<file path="src/rtl/ptpc_defines.svh">
/*
  timing and field constants for the periodic timer with pwm, single pulse and capture modes.
  assumes inclusion by bare name from rtl files; definitions only.
*/
`ifndef PTPC_DEFINES_SVH
`define PTPC_DEFINES_SVH
// ----------------------------------------
// mode and pin-function codes
// ----------------------------------------
`define PTPC_MODE_CAPTURE 2'h1
`define PTPC_MODE_PWM     2'h2
`define PTPC_PF_LOW       2'h0
`define PTPC_PF_HIGH      2'h1
`define PTPC_PF_PWM       2'h2
`define PTPC_PF_PULSE     2'h3
`define PTPC_CAP_RISE     2'h0
`define PTPC_CAP_FALL     2'h1
`define PTPC_CAP_BOTH     2'h2
`define PTPC_CAP_OFF      2'h3
// ----------------------------------------
// reset value and counter width
// ----------------------------------------
`define PTPC_CNT_RST      10'h000
`define PTPC_CNT_WIDTH    10
`endif

</file>
<file path="src/rtl/ptpc_pkg.sv">
/*
  types shared by the periodic timer block.
  assumes ptpc_defines.svh is compiled alongside.
*/
package ptpc_pkg;
  // control bits from the two control registers
  typedef struct packed {
    logic [1:0] mode_sel;          // {mode_sel_hi, mode_sel_lo}
    logic [1:0] pin_func;          // {pin_func_hi, pin_func_lo}
    logic       clear_source_sel;
    logic       output_level_ctl;
    logic       output_invert;
    logic       capture_source_sel;
  } ptpc_ctrl_t;

  typedef enum logic [1:0] {PTPC_OTHER, PTPC_PWM, PTPC_PULSE, PTPC_CAPT} ptpc_op_t;
endpackage

</file>
<file path="src/rtl/ptpc_timer.sv">
/*
  periodic 10-bit timer: pwm output, single pulse output and capture input.
  assumes pins synchronous to i_clk; tick input selects the counting clock rate.
*/
// Contract
// - mode 10 and pin function 10 give pwm
// - period match clears counter, duty sets width
// - period 1..1023 clocks, zero gives 1024
// - duty at or above period gives full duty
// - pwm flags duty match and period match
// - pin function 00/01 forces pin, counting continues
// - level bit picks active level, invert flips pin
// - pwm ignores clear select bit
// - run rise starts counter and pulse edge
// - trigger pin edge sets run bit
// - duty match or run clear ends pulse
// - pulse counter zeroes only on run rise
// - mode 01 capture, source select picks pin
// - pin function picks capture edge, 11 disables
// - capture copies counter into duty, flags interrupt
// - capture counter free runs while run high
// - capture period match zeroes counter, flags interrupt
// - capture ignores clear, level, invert; no output
// - level bit 0 active low, 1 high
// - invert bit 1 inverts pin
// - source select 0 timer pin, 1 clock pin
// - counter and compares are 10 bits
`timescale 1ns/1ns
`include "ptpc_defines.svh"

module ptpc_timer
  import ptpc_pkg::*;
#(
  parameter int CW = `PTPC_CNT_WIDTH
) (
  input  wire logic          i_clk,
  input  wire logic          i_rstn,
  input  wire logic          i_tick,
  input  wire ptpc_ctrl_t    i_ctrl,
  input  wire logic          i_run_set,
  input  wire logic          i_run_clr,
  input  wire logic [CW-1:0] i_period_compare_value,
  input  wire logic          i_duty_wr,
  input  wire logic [CW-1:0] i_duty_wdata,
  input  wire logic          i_timer_pin_a,
  input  wire logic          i_ext_clock_trigger_pin,
  output logic               o_run_bit,
  output logic [CW-1:0]      o_count,
  output logic [CW-1:0]      o_duty_compare_value,
  output logic               o_duty_flag,
  output logic               o_period_flag,
  output logic               o_timer_pin_b,
  output logic               o_timer_pin_b_oe
);
  // ----------------------------------------
  // operating mode decode
  // ----------------------------------------
  wire logic      is_pwm_mode;
  wire logic      is_capt;
  wire ptpc_op_t  op;
  assign is_pwm_mode = (i_ctrl.mode_sel == `PTPC_MODE_PWM);
  assign is_capt     = (i_ctrl.mode_sel == `PTPC_MODE_CAPTURE);
  assign op = is_capt ? PTPC_CAPT :
              !is_pwm_mode ? PTPC_OTHER :
              (i_ctrl.pin_func == `PTPC_PF_PULSE) ? PTPC_PULSE : PTPC_PWM;

  logic [CW-1:0] cnt_q;
  logic [CW-1:0] cnt_d;
  logic [CW-1:0] duty_q;
  logic          run_q;
  logic          run_d;
  logic          trig_prev_q;
  logic          cap_prev_q;
  logic          wave_q;
  logic          duty_flag_q;
  logic          period_flag_q;
  logic [CW-1:0] last_cnt;

  // ----------------------------------------
  // compares and edges
  // ----------------------------------------
  wire logic run_rise;
  wire logic period_hit;
  wire logic duty_hit;
  wire logic trig_edge;
  wire logic cap_src;
  wire logic cap_rise;
  wire logic cap_fall;
  wire logic cap_hit;
  wire logic full_duty;
  // zero period means wrap at max count, i.e. 1024 states
  assign last_cnt   = (i_period_compare_value == '0) ? '1 : i_period_compare_value - 1'b1;
  // start seen on the edge the run bit rises, so the count restarts together with the pulse
  assign run_rise   = run_d && !run_q;
  assign period_hit = run_q && i_tick && (cnt_q == last_cnt);
  assign duty_hit   = run_q && i_tick && (cnt_q + 1'b1 == duty_q);
  assign trig_edge  = i_ext_clock_trigger_pin && !trig_prev_q;
  assign cap_src    = i_ctrl.capture_source_sel ? i_ext_clock_trigger_pin : i_timer_pin_a;
  assign cap_rise   = cap_src && !cap_prev_q;
  assign cap_fall   = !cap_src && cap_prev_q;
  assign cap_hit    = is_capt && run_q &&
                      ((i_ctrl.pin_func == `PTPC_CAP_RISE && cap_rise) ||
                       (i_ctrl.pin_func == `PTPC_CAP_FALL && cap_fall) ||
                       (i_ctrl.pin_func == `PTPC_CAP_BOTH && (cap_rise || cap_fall)));
  // effective period is last_cnt+1; duty at or above gives steady active
  assign full_duty  = ({1'b0, duty_q} >= ({1'b0, last_cnt} + 11'h001));

  // ----------------------------------------
  // run bit: software, trigger pin, duty match
  // ----------------------------------------
  always_comb begin
    run_d = run_q;
    if (i_run_clr)
      run_d = 1'b0;
    if (i_run_set)
      run_d = 1'b1;
    if (op == PTPC_PULSE && trig_edge)
      run_d = 1'b1;
    if (op == PTPC_PULSE && duty_hit && run_q)
      run_d = 1'b0;
  end

  // ----------------------------------------
  // counter next value
  // ----------------------------------------
  always_comb begin
    cnt_d = cnt_q;
    if (run_rise && op != PTPC_PWM)
      cnt_d = `PTPC_CNT_RST;
    else if (run_q && i_tick) begin
      if ((op == PTPC_PWM || op == PTPC_CAPT) && period_hit)
        cnt_d = `PTPC_CNT_RST;
      else
        cnt_d = cnt_q + 1'b1;
    end
  end

  // ----------------------------------------
  // state registers
  // ----------------------------------------
  always_ff @(posedge i_clk) begin
    if (!i_rstn) begin
      cnt_q       <= `PTPC_CNT_RST;
      run_q       <= 1'b0;
      trig_prev_q <= 1'b0;
      cap_prev_q  <= 1'b0;
    end else begin
      cnt_q       <= cnt_d;
      run_q       <= run_d;
      trig_prev_q <= i_ext_clock_trigger_pin;
      cap_prev_q  <= cap_src;
    end
  end

  // ----------------------------------------
  // duty register: software write or capture
  // ----------------------------------------
  always_ff @(posedge i_clk) begin
    if (!i_rstn)
      duty_q <= `PTPC_CNT_RST;
    else if (cap_hit)
      duty_q <= cnt_q;
    else if (i_duty_wr)
      duty_q <= i_duty_wdata;
  end

  // ----------------------------------------
  // interrupt flags, one-cycle pulses
  // ----------------------------------------
  always_ff @(posedge i_clk) begin
    if (!i_rstn) begin
      duty_flag_q   <= 1'b0;
      period_flag_q <= 1'b0;
    end else begin
      // duty flag covers duty match and capture
      duty_flag_q   <= ((op == PTPC_PWM || op == PTPC_PULSE) && duty_hit) || cap_hit;
      period_flag_q <= (op == PTPC_PWM || op == PTPC_CAPT) && period_hit;
    end
  end

  // ----------------------------------------
  // active phase of the waveform
  // ----------------------------------------
  always_ff @(posedge i_clk) begin
    if (!i_rstn)
      wave_q <= 1'b0;
    else if (op == PTPC_PWM) begin
      if (full_duty)
        wave_q <= 1'b1;
      else
        wave_q <= (cnt_d < duty_q);
    end else if (op == PTPC_PULSE)
      wave_q <= run_d;
    else
      wave_q <= 1'b0;
  end

  // ----------------------------------------
  // output pin: force, level and invert
  // ----------------------------------------
  logic pin_d;
  always_comb begin
    pin_d = i_ctrl.output_level_ctl ? wave_q : !wave_q;
    if (op == PTPC_PWM && i_ctrl.pin_func == `PTPC_PF_LOW)
      pin_d = 1'b0;
    if (op == PTPC_PWM && i_ctrl.pin_func == `PTPC_PF_HIGH)
      pin_d = 1'b1;
  end

  always_ff @(posedge i_clk) begin
    if (!i_rstn) begin
      o_timer_pin_b    <= 1'b0;
      o_timer_pin_b_oe <= 1'b0;
    end else begin
      o_timer_pin_b    <= pin_d ^ i_ctrl.output_invert;
      o_timer_pin_b_oe <= (op == PTPC_PWM || op == PTPC_PULSE);
    end
  end

  assign o_run_bit            = run_q;
  assign o_count              = cnt_q;
  assign o_duty_compare_value = duty_q;
  assign o_duty_flag          = duty_flag_q;
  assign o_period_flag        = period_flag_q;

  // ----------------------------------------
  // checks
  // ----------------------------------------
  AST_PERIOD_WRAP: assert property (@(posedge i_clk) disable iff (!i_rstn)
    (op == PTPC_PWM && period_hit && !run_rise) |=> cnt_q == '0)
    else $error("period match did not clear counter");
  AST_PULSE_END: assert property (@(posedge i_clk) disable iff (!i_rstn)
    (op == PTPC_PULSE && duty_hit && !i_run_set && !trig_edge) |=> !run_q)
    else $error("duty match did not stop pulse");
  AST_TRIG_RUN: assert property (@(posedge i_clk) disable iff (!i_rstn)
    (op == PTPC_PULSE && trig_edge) |=> run_q)
    else $error("trigger did not set run bit");
  AST_CAPTURE: assert property (@(posedge i_clk) disable iff (!i_rstn)
    cap_hit |=> (duty_q == $past(cnt_q)) && o_duty_flag)
    else $error("capture lost counter value");
  AST_CAP_OFF: assert property (@(posedge i_clk) disable iff (!i_rstn)
    (is_capt && i_ctrl.pin_func == `PTPC_CAP_OFF) |-> !cap_hit)
    else $error("capture while disabled");
  AST_HOLD: assert property (@(posedge i_clk) disable iff (!i_rstn)
    (!run_q && !run_rise) |=> $stable(cnt_q))
    else $error("counter moved while stopped");
  AST_NO_OUT: assert property (@(posedge i_clk) disable iff (!i_rstn)
    is_capt |=> !o_timer_pin_b_oe)
    else $error("output driven in capture");
  AST_PFLAG: assert property (@(posedge i_clk) disable iff (!i_rstn)
    (op == PTPC_PWM && period_hit) |=> o_period_flag)
    else $error("period flag missing");

  // ----------------------------------------
  // pwm checks
  // ----------------------------------------
  // counting, waveform, forcing and flags while the pwm output runs
  // forced levels are checked with invert off only
  AST_PWM_COUNT: assert property (@(posedge i_clk) disable iff (!i_rstn)
    (op == PTPC_PWM && run_q && i_tick && !period_hit) |=> cnt_q == $past(cnt_q) + 1'b1)
    else $error("pwm counter did not advance");
  AST_DUTY_FLAG_PWM: assert property (@(posedge i_clk) disable iff (!i_rstn)
    (op == PTPC_PWM && duty_hit) |=> o_duty_flag)
    else $error("pwm duty flag missing");
  AST_FULL_DUTY: assert property (@(posedge i_clk) disable iff (!i_rstn)
    (op == PTPC_PWM && full_duty) |=> wave_q)
    else $error("full duty not steady active");
  AST_ZERO_DUTY: assert property (@(posedge i_clk) disable iff (!i_rstn)
    (op == PTPC_PWM && duty_q == '0) |=> !wave_q)
    else $error("zero duty gave active phase");
  AST_FORCE_LOW: assert property (@(posedge i_clk) disable iff (!i_rstn)
    (op == PTPC_PWM && i_ctrl.pin_func == `PTPC_PF_LOW && !i_ctrl.output_invert) |=> !o_timer_pin_b)
    else $error("forced low pin not low");
  AST_FORCE_HIGH: assert property (@(posedge i_clk) disable iff (!i_rstn)
    (op == PTPC_PWM && i_ctrl.pin_func == `PTPC_PF_HIGH && !i_ctrl.output_invert) |=> o_timer_pin_b)
    else $error("forced high pin not high");
  AST_OE_ON: assert property (@(posedge i_clk) disable iff (!i_rstn)
    (op == PTPC_PWM || op == PTPC_PULSE) |=> o_timer_pin_b_oe)
    else $error("output not enabled");

  // ----------------------------------------
  // single pulse checks
  // ----------------------------------------
  // start, free count, end on duty match and pin level
  // period compare never touches the pulse counter
  AST_PULSE_START: assert property (@(posedge i_clk) disable iff (!i_rstn)
    (op == PTPC_PULSE && run_rise) |=> run_q && cnt_q == '0)
    else $error("pulse start did not zero counter");
  AST_PULSE_WAVE: assert property (@(posedge i_clk) disable iff (!i_rstn)
    (op == PTPC_PULSE && run_rise) |=> wave_q)
    else $error("pulse leading edge missing");
  AST_PULSE_COUNT: assert property (@(posedge i_clk) disable iff (!i_rstn)
    (op == PTPC_PULSE && run_q && i_tick) |=> cnt_q == $past(cnt_q) + 1'b1)
    else $error("pulse counter cleared while running");
  AST_PULSE_NO_PFLAG: assert property (@(posedge i_clk) disable iff (!i_rstn)
    (op == PTPC_PULSE) |=> !o_period_flag)
    else $error("period flag in pulse mode");
  AST_DFLAG_PULSE: assert property (@(posedge i_clk) disable iff (!i_rstn)
    (op == PTPC_PULSE && duty_hit) |=> o_duty_flag)
    else $error("pulse end flag missing");
  AST_PULSE_WAVE_END: assert property (@(posedge i_clk) disable iff (!i_rstn)
    (op == PTPC_PULSE && duty_hit && !i_run_set && !trig_edge) |=> !wave_q)
    else $error("pulse trailing edge missing");
  AST_PULSE_PIN: assert property (@(posedge i_clk) disable iff (!i_rstn)
    (op == PTPC_PULSE && run_rise && i_ctrl.output_level_ctl && !i_ctrl.output_invert) ##1
    (op == PTPC_PULSE && i_ctrl.output_level_ctl && !i_ctrl.output_invert) |=> o_timer_pin_b)
    else $error("active high pulse not on pin");

  // ----------------------------------------
  // capture checks
  // ----------------------------------------
  // counter start, free run and wrap, duty register kept between events
  AST_CAPT_START: assert property (@(posedge i_clk) disable iff (!i_rstn)
    (op == PTPC_CAPT && run_rise) |=> cnt_q == '0 && run_q)
    else $error("capture start did not zero counter");
  AST_CAPT_FREE: assert property (@(posedge i_clk) disable iff (!i_rstn)
    (op == PTPC_CAPT && run_q && i_tick && !period_hit) |=> cnt_q == $past(cnt_q) + 1'b1)
    else $error("capture counter did not run");
  AST_CAPT_WRAP: assert property (@(posedge i_clk) disable iff (!i_rstn)
    (op == PTPC_CAPT && period_hit) |=> cnt_q == '0 && o_period_flag)
    else $error("capture period match lost");
  AST_DUTY_HOLD: assert property (@(posedge i_clk) disable iff (!i_rstn)
    (!cap_hit && !i_duty_wr) |=> $stable(duty_q))
    else $error("duty register changed without cause");
  AST_CAPT_NO_WAVE: assert property (@(posedge i_clk) disable iff (!i_rstn)
    is_capt |=> !wave_q)
    else $error("waveform active in capture");

  // ----------------------------------------
  // run bit and duty write checks
  // ----------------------------------------
  // software set wins over clear; a duty match clear comes last
  AST_RUN_CLEAR: assert property (@(posedge i_clk) disable iff (!i_rstn)
    (i_run_clr && !i_run_set && !(op == PTPC_PULSE && trig_edge)) |=> !run_q)
    else $error("run bit not cleared");
  AST_RUN_SET: assert property (@(posedge i_clk) disable iff (!i_rstn)
    (i_run_set && !(op == PTPC_PULSE && duty_hit)) |=> run_q)
    else $error("run bit not set");
  AST_DUTY_WRITE: assert property (@(posedge i_clk) disable iff (!i_rstn)
    (i_duty_wr && !cap_hit) |=> duty_q == $past(i_duty_wdata))
    else $error("duty write lost");
endmodule

</file>
<file path="config.mk">
export PLATFORM = sky130hd
export DESIGN_NAME = ptpc_timer
export DESIGN_NICKNAME = d
export VERILOG_FILES = /design/src/rtl/ptpc_pkg.sv /design/src/rtl/ptpc_timer.sv
export VERILOG_INCLUDE_DIRS = /design/src /design/src/rtl
export SDC_FILE = /design/constraint.sdc
export NUM_CORES = 1
export LEC_CHECK = 0
export ABC_AREA = 1
export BUFFER_PORTS_ARGS = -buffer_cell sky130_fd_sc_hd__buf_4
export CAP_MARGIN = 20
export CORE_ASPECT_RATIO = 0.8
export CORE_MARGIN = 2
export CORE_UTILIZATION = 36
export DETAILED_ROUTE_END_ITERATION = 10
export PLACE_DENSITY = 0.68
export SLEW_MARGIN = 20
export SYNTH_ARGS = -nofsm -noshare
export SYNTH_HDL_FRONTEND = slang
export SYNTH_SLANG_ARGS = --single-unit
</file>
<file path="constraint.sdc">
create_clock -name i_clk -period 4.95 [get_ports i_clk]
set_clock_uncertainty 0.15 [all_clocks]
set_input_delay 0.495 -clock i_clk [delete_from_list [all_inputs] [get_ports i_clk]]
set_output_delay 0.495 -clock i_clk [all_outputs]
set_load 0.005 [all_outputs]
</file>
==> impl_results.md <==
- Routability cong.: 0.918
- DRC Markers: 0
- Reg-to-Reg End: wave_q$_SDFF_PN0_
- Reg2reg start: o_count[0]$_SDFF_PN0_
- ANT cells: 0
- Vias in the first global route: approximately 2800
- Clock transition at the registers of the reported paths: 0.10 ns
- Finish-stage setup viols: 0
- Vias: between 3000 and 4000
- Total Power: 0.000553 W
- Setup TNS Final: 0 ns
- Syn. warnings: 0
- First-pass GRT wire length: around 13 mm
- Slew margin rel.: between 40% and 50%
- Mapped Cells: about 450
- Fmax: 251 MHz
- GRT overflow: 0
- Main combinational cell family by area after synthesis: simple AND/OR/NAND/NOR gates
- Post-Synth Simple-Gate Area: 41.8%
- Initial drt markers: roughly 200
- Clock sinks: 28
- Synth area leader: dfxtp_1
- Post-synth top flop: dfxtp_1
- Core footprint: 7460 sq um
- Slew Viols, Final: 0
- Post-synthesis cell type count: 36
- Worst VDD drop: ~0.00013 V
- Total Routing Usage GR: 19.3%
- Die Span X: 102 um
- Routed WL: roughly 8 mm
- Minimum clock period: 3.99 ns
- Detailed Routing Iterations Pass 1: 6
- Final net count: about 570
- Layout fillers: 792
- CP arrival: 4.06 ns
- Buffers on Ports: 59
- Startpoint types: flop
- Area Overhead vs Synth: 20.4%
- Root Buffer: clkbuf_8
- Fin cells: 609
- Synth top area cells: dfxtp_1, nand2_1, ha_1
- Hold path depth: 3
- Critical-path maximum fanout: 15
- Routed length per instance: 13.2 um
- Flop2flop setup slack: 0.96 ns
- I/O Pins: 61
- RSZ-0062 raised after global routing: no
- DIE AREA: 8480 sq um
- Post-route ant nets: 0
- Yosys reg bits: 28
- Mux contribution to synthesized area: 0%
- Post-cts hold buffer count: 0
- Seq/Total Area, Yosys: 20.1%
- Share of layout cells above drive strength 1: between 10% and 20%
- Max clock buf depth: 2
- Clock buffer count from CTS: 3
- Post-Synth XOR/XNOR Area: between 3 and 4%
- Largest net degree at the start of global routing: 23
- Post-CTS setup buffers: 0
- Initial Util: 37.4%
- Pwr dens: 164 nW/um^2
- CTS tree: built
- Post-DP HPWL: 6.60 mm
- Status: finished clean
- Final period util: 80.5%
- Die height: 82.8 um
- Worst setup EP type: flop
- Final hold violations: 0
- Crit path required time: 5.02 ns
- Placed Instances: ~610
- Crit Path Class: reg -> reg
- Async SR Flop Fraction: 0%
- Post-synth EDFFs: 0
- CTS resizes: 0
- Clock Latency Late Sink: 0.28 ns
- Worst hold path type: in -> reg
- DR vias/cell: roughly 5.1
- Reg2Reg Depth: 21
- Post-synth design cell area: between 2000 and 3000 sq um
- H-Tree Depth: 1
- Final Core Density: 45.1%
- Hold Startpoint: i_ext_clock_trigger_pin
- Slew @ Worst Pin: 0.753 ns
- Pleak: 1.71 nW
- Syn_nets: around 510
- Initial antenna violation count: 0
- Yosys top cell area share: 20.1%
- Compound-Gate Fraction of Synth Area: 12.5%
- Avg Inst Size Synth: 6.19 sq um
- Max-cap violations: 0
- Hold Path End: trig_prev_q$_SDFF_PN0_
- Synth Area in Adders: a little over a tenth
- Row cnt: 28
==> placed cells by master, fill, tap and decap left out, drive strengths merged <==
cell and count:
and3 1, a21oi 15, nor3 8, o31ai 1
inv 64, clkbuf 4, nand3 34, a211oi 7
xnor2 1, xor2 11, nand2 125, o41ai 1
dfxtp 28, o2111ai 1, o22ai 7, ha 24
a31oi 5, buf 60, nor2 69, o221a 1
o211ai 1, nand4 15, nand3b 1, o21ai 20
==> report_power, final <==
group | switching (W) | internal (W) | total [W]
clock network | 0.0000753 | 0.0000714 | 0.000147
logic | 0.0000921 | 0.0000678 | 0.000160
registers | 0.0000121 | 0.000234 | 0.000246
total | 0.000179 | 0.000373 | 0.000553
==> cell type report <==
class                           count  area (sq um)  area share, %
Sequential cell                    28           561           16.7
Multi-Input combinational cell    348          1920           57.2
Clock buffer                        4          55.1           1.64
Inverter                           64           240           7.15
Tap cell                          105           131           3.91
Timing Repair Buffer               60           450           13.4
==> critical path, cell delays in order (launching register included) <==
cell      delay (ns)
dfxtp_1         0.69
ha_1            0.35
nand3_1         0.13
nor2_1          0.33
nand3_1         0.15
nand2_1         0.11
nand3_1         0.07
nand2_1         0.07
nor2_1          0.06
nand4_1         0.12
nand3_2         0.23
nand2_1         0.19
inv_1           0.06
ha_1            0.29
a21oi_1         0.17
nor2_1          0.05
a211oi_1        0.25
o221a_2         0.23
nand2_1         0.05
nand2_1         0.06
nand2_1         0.05
nand2_1         0.06
==> registers in the layout, summed over array words and instances, names as in the netlist <==
name and count:
o_timer_pin_b 1, o_duty_compare_value 10, o_duty_flag 1, trig_prev_q 1
cap_prev_q 1, o_timer_pin_b_oe 1, o_run_bit 1, o_period_flag 1
wave_q 1, o_count 10
==> per-layer routing <==
metal	vias to the layer above	share of wire, %	track usage (%)	routed length (um)
met1	1420	50	27.2	4040
met5	-	0	0	0
met4	0	1.1	3.87	89
met2	85	44	31.3	3550
met3	12	4.5	2.85	358
li1	1577	-	-	-
==> per-stage QoR <==
| step | hold slack, ns | setup slack [ns] | cell area (sq um) |
|---|---|---|---|
| after floorplan | 0.363 | 1.73 | 2790 |
| after global placement | 0.404 | 0.877 | 3310 |
| after detailed placement | 0.411 | 0.834 | 3310 |
| after CTS | 0.252 | 1.01 | 3360 |
| after global routing | 0.256 | 0.607 | 3360 |
| final | 0.257 | 0.964 | 3360 |
==> synthesized netlist by cell type (2+ instances only) <==
cell,number
nand3_1,26
o21ai_0,18
buf_4,2
nand2_1,118
a31oi_1,5
a211oi_1,7
nand2_2,4
dfxtp_1,28
nor3_1,8
xor2_1,11
nor2_1,59
nand3_2,6
nand4_1,15
inv_1,61
clkbuf_1,6
nor2_2,8
a21oi_1,15
nor2_4,2
ha_1,24
nand2_4,3
inv_2,3
o22ai_1,7
nand3_4,2
==> kinds of logic after synthesis <==
group,after synthesis
XOR/XNOR,12
buffers and inverters,75
AO/OA/AOI/OAI,59
flip-flops,28
AND/OR/NAND/NOR,253
adder cells (fa/ha/maj),24
==> worst max-delay path by stage <==
stage,start,to,slack [ns],depth (start not counted)
floorplan,i_period_compare_value[0],wave_q$_SDFF_PN0_,1.73,23
global placement,i_period_compare_value[0],wave_q$_SDFF_PN0_,0.88,21
detailed placement,i_period_compare_value[0],wave_q$_SDFF_PN0_,0.83,21
CTS,o_count[0]$_SDFF_PN0_,wave_q$_SDFF_PN0_,1.01,21
global route,o_count[0]$_SDFF_PN0_,wave_q$_SDFF_PN0_,0.61,21
finish,o_count[0]$_SDFF_PN0_,wave_q$_SDFF_PN0_,0.96,21
Note: power is estimated with default switching activity, not from simulation.
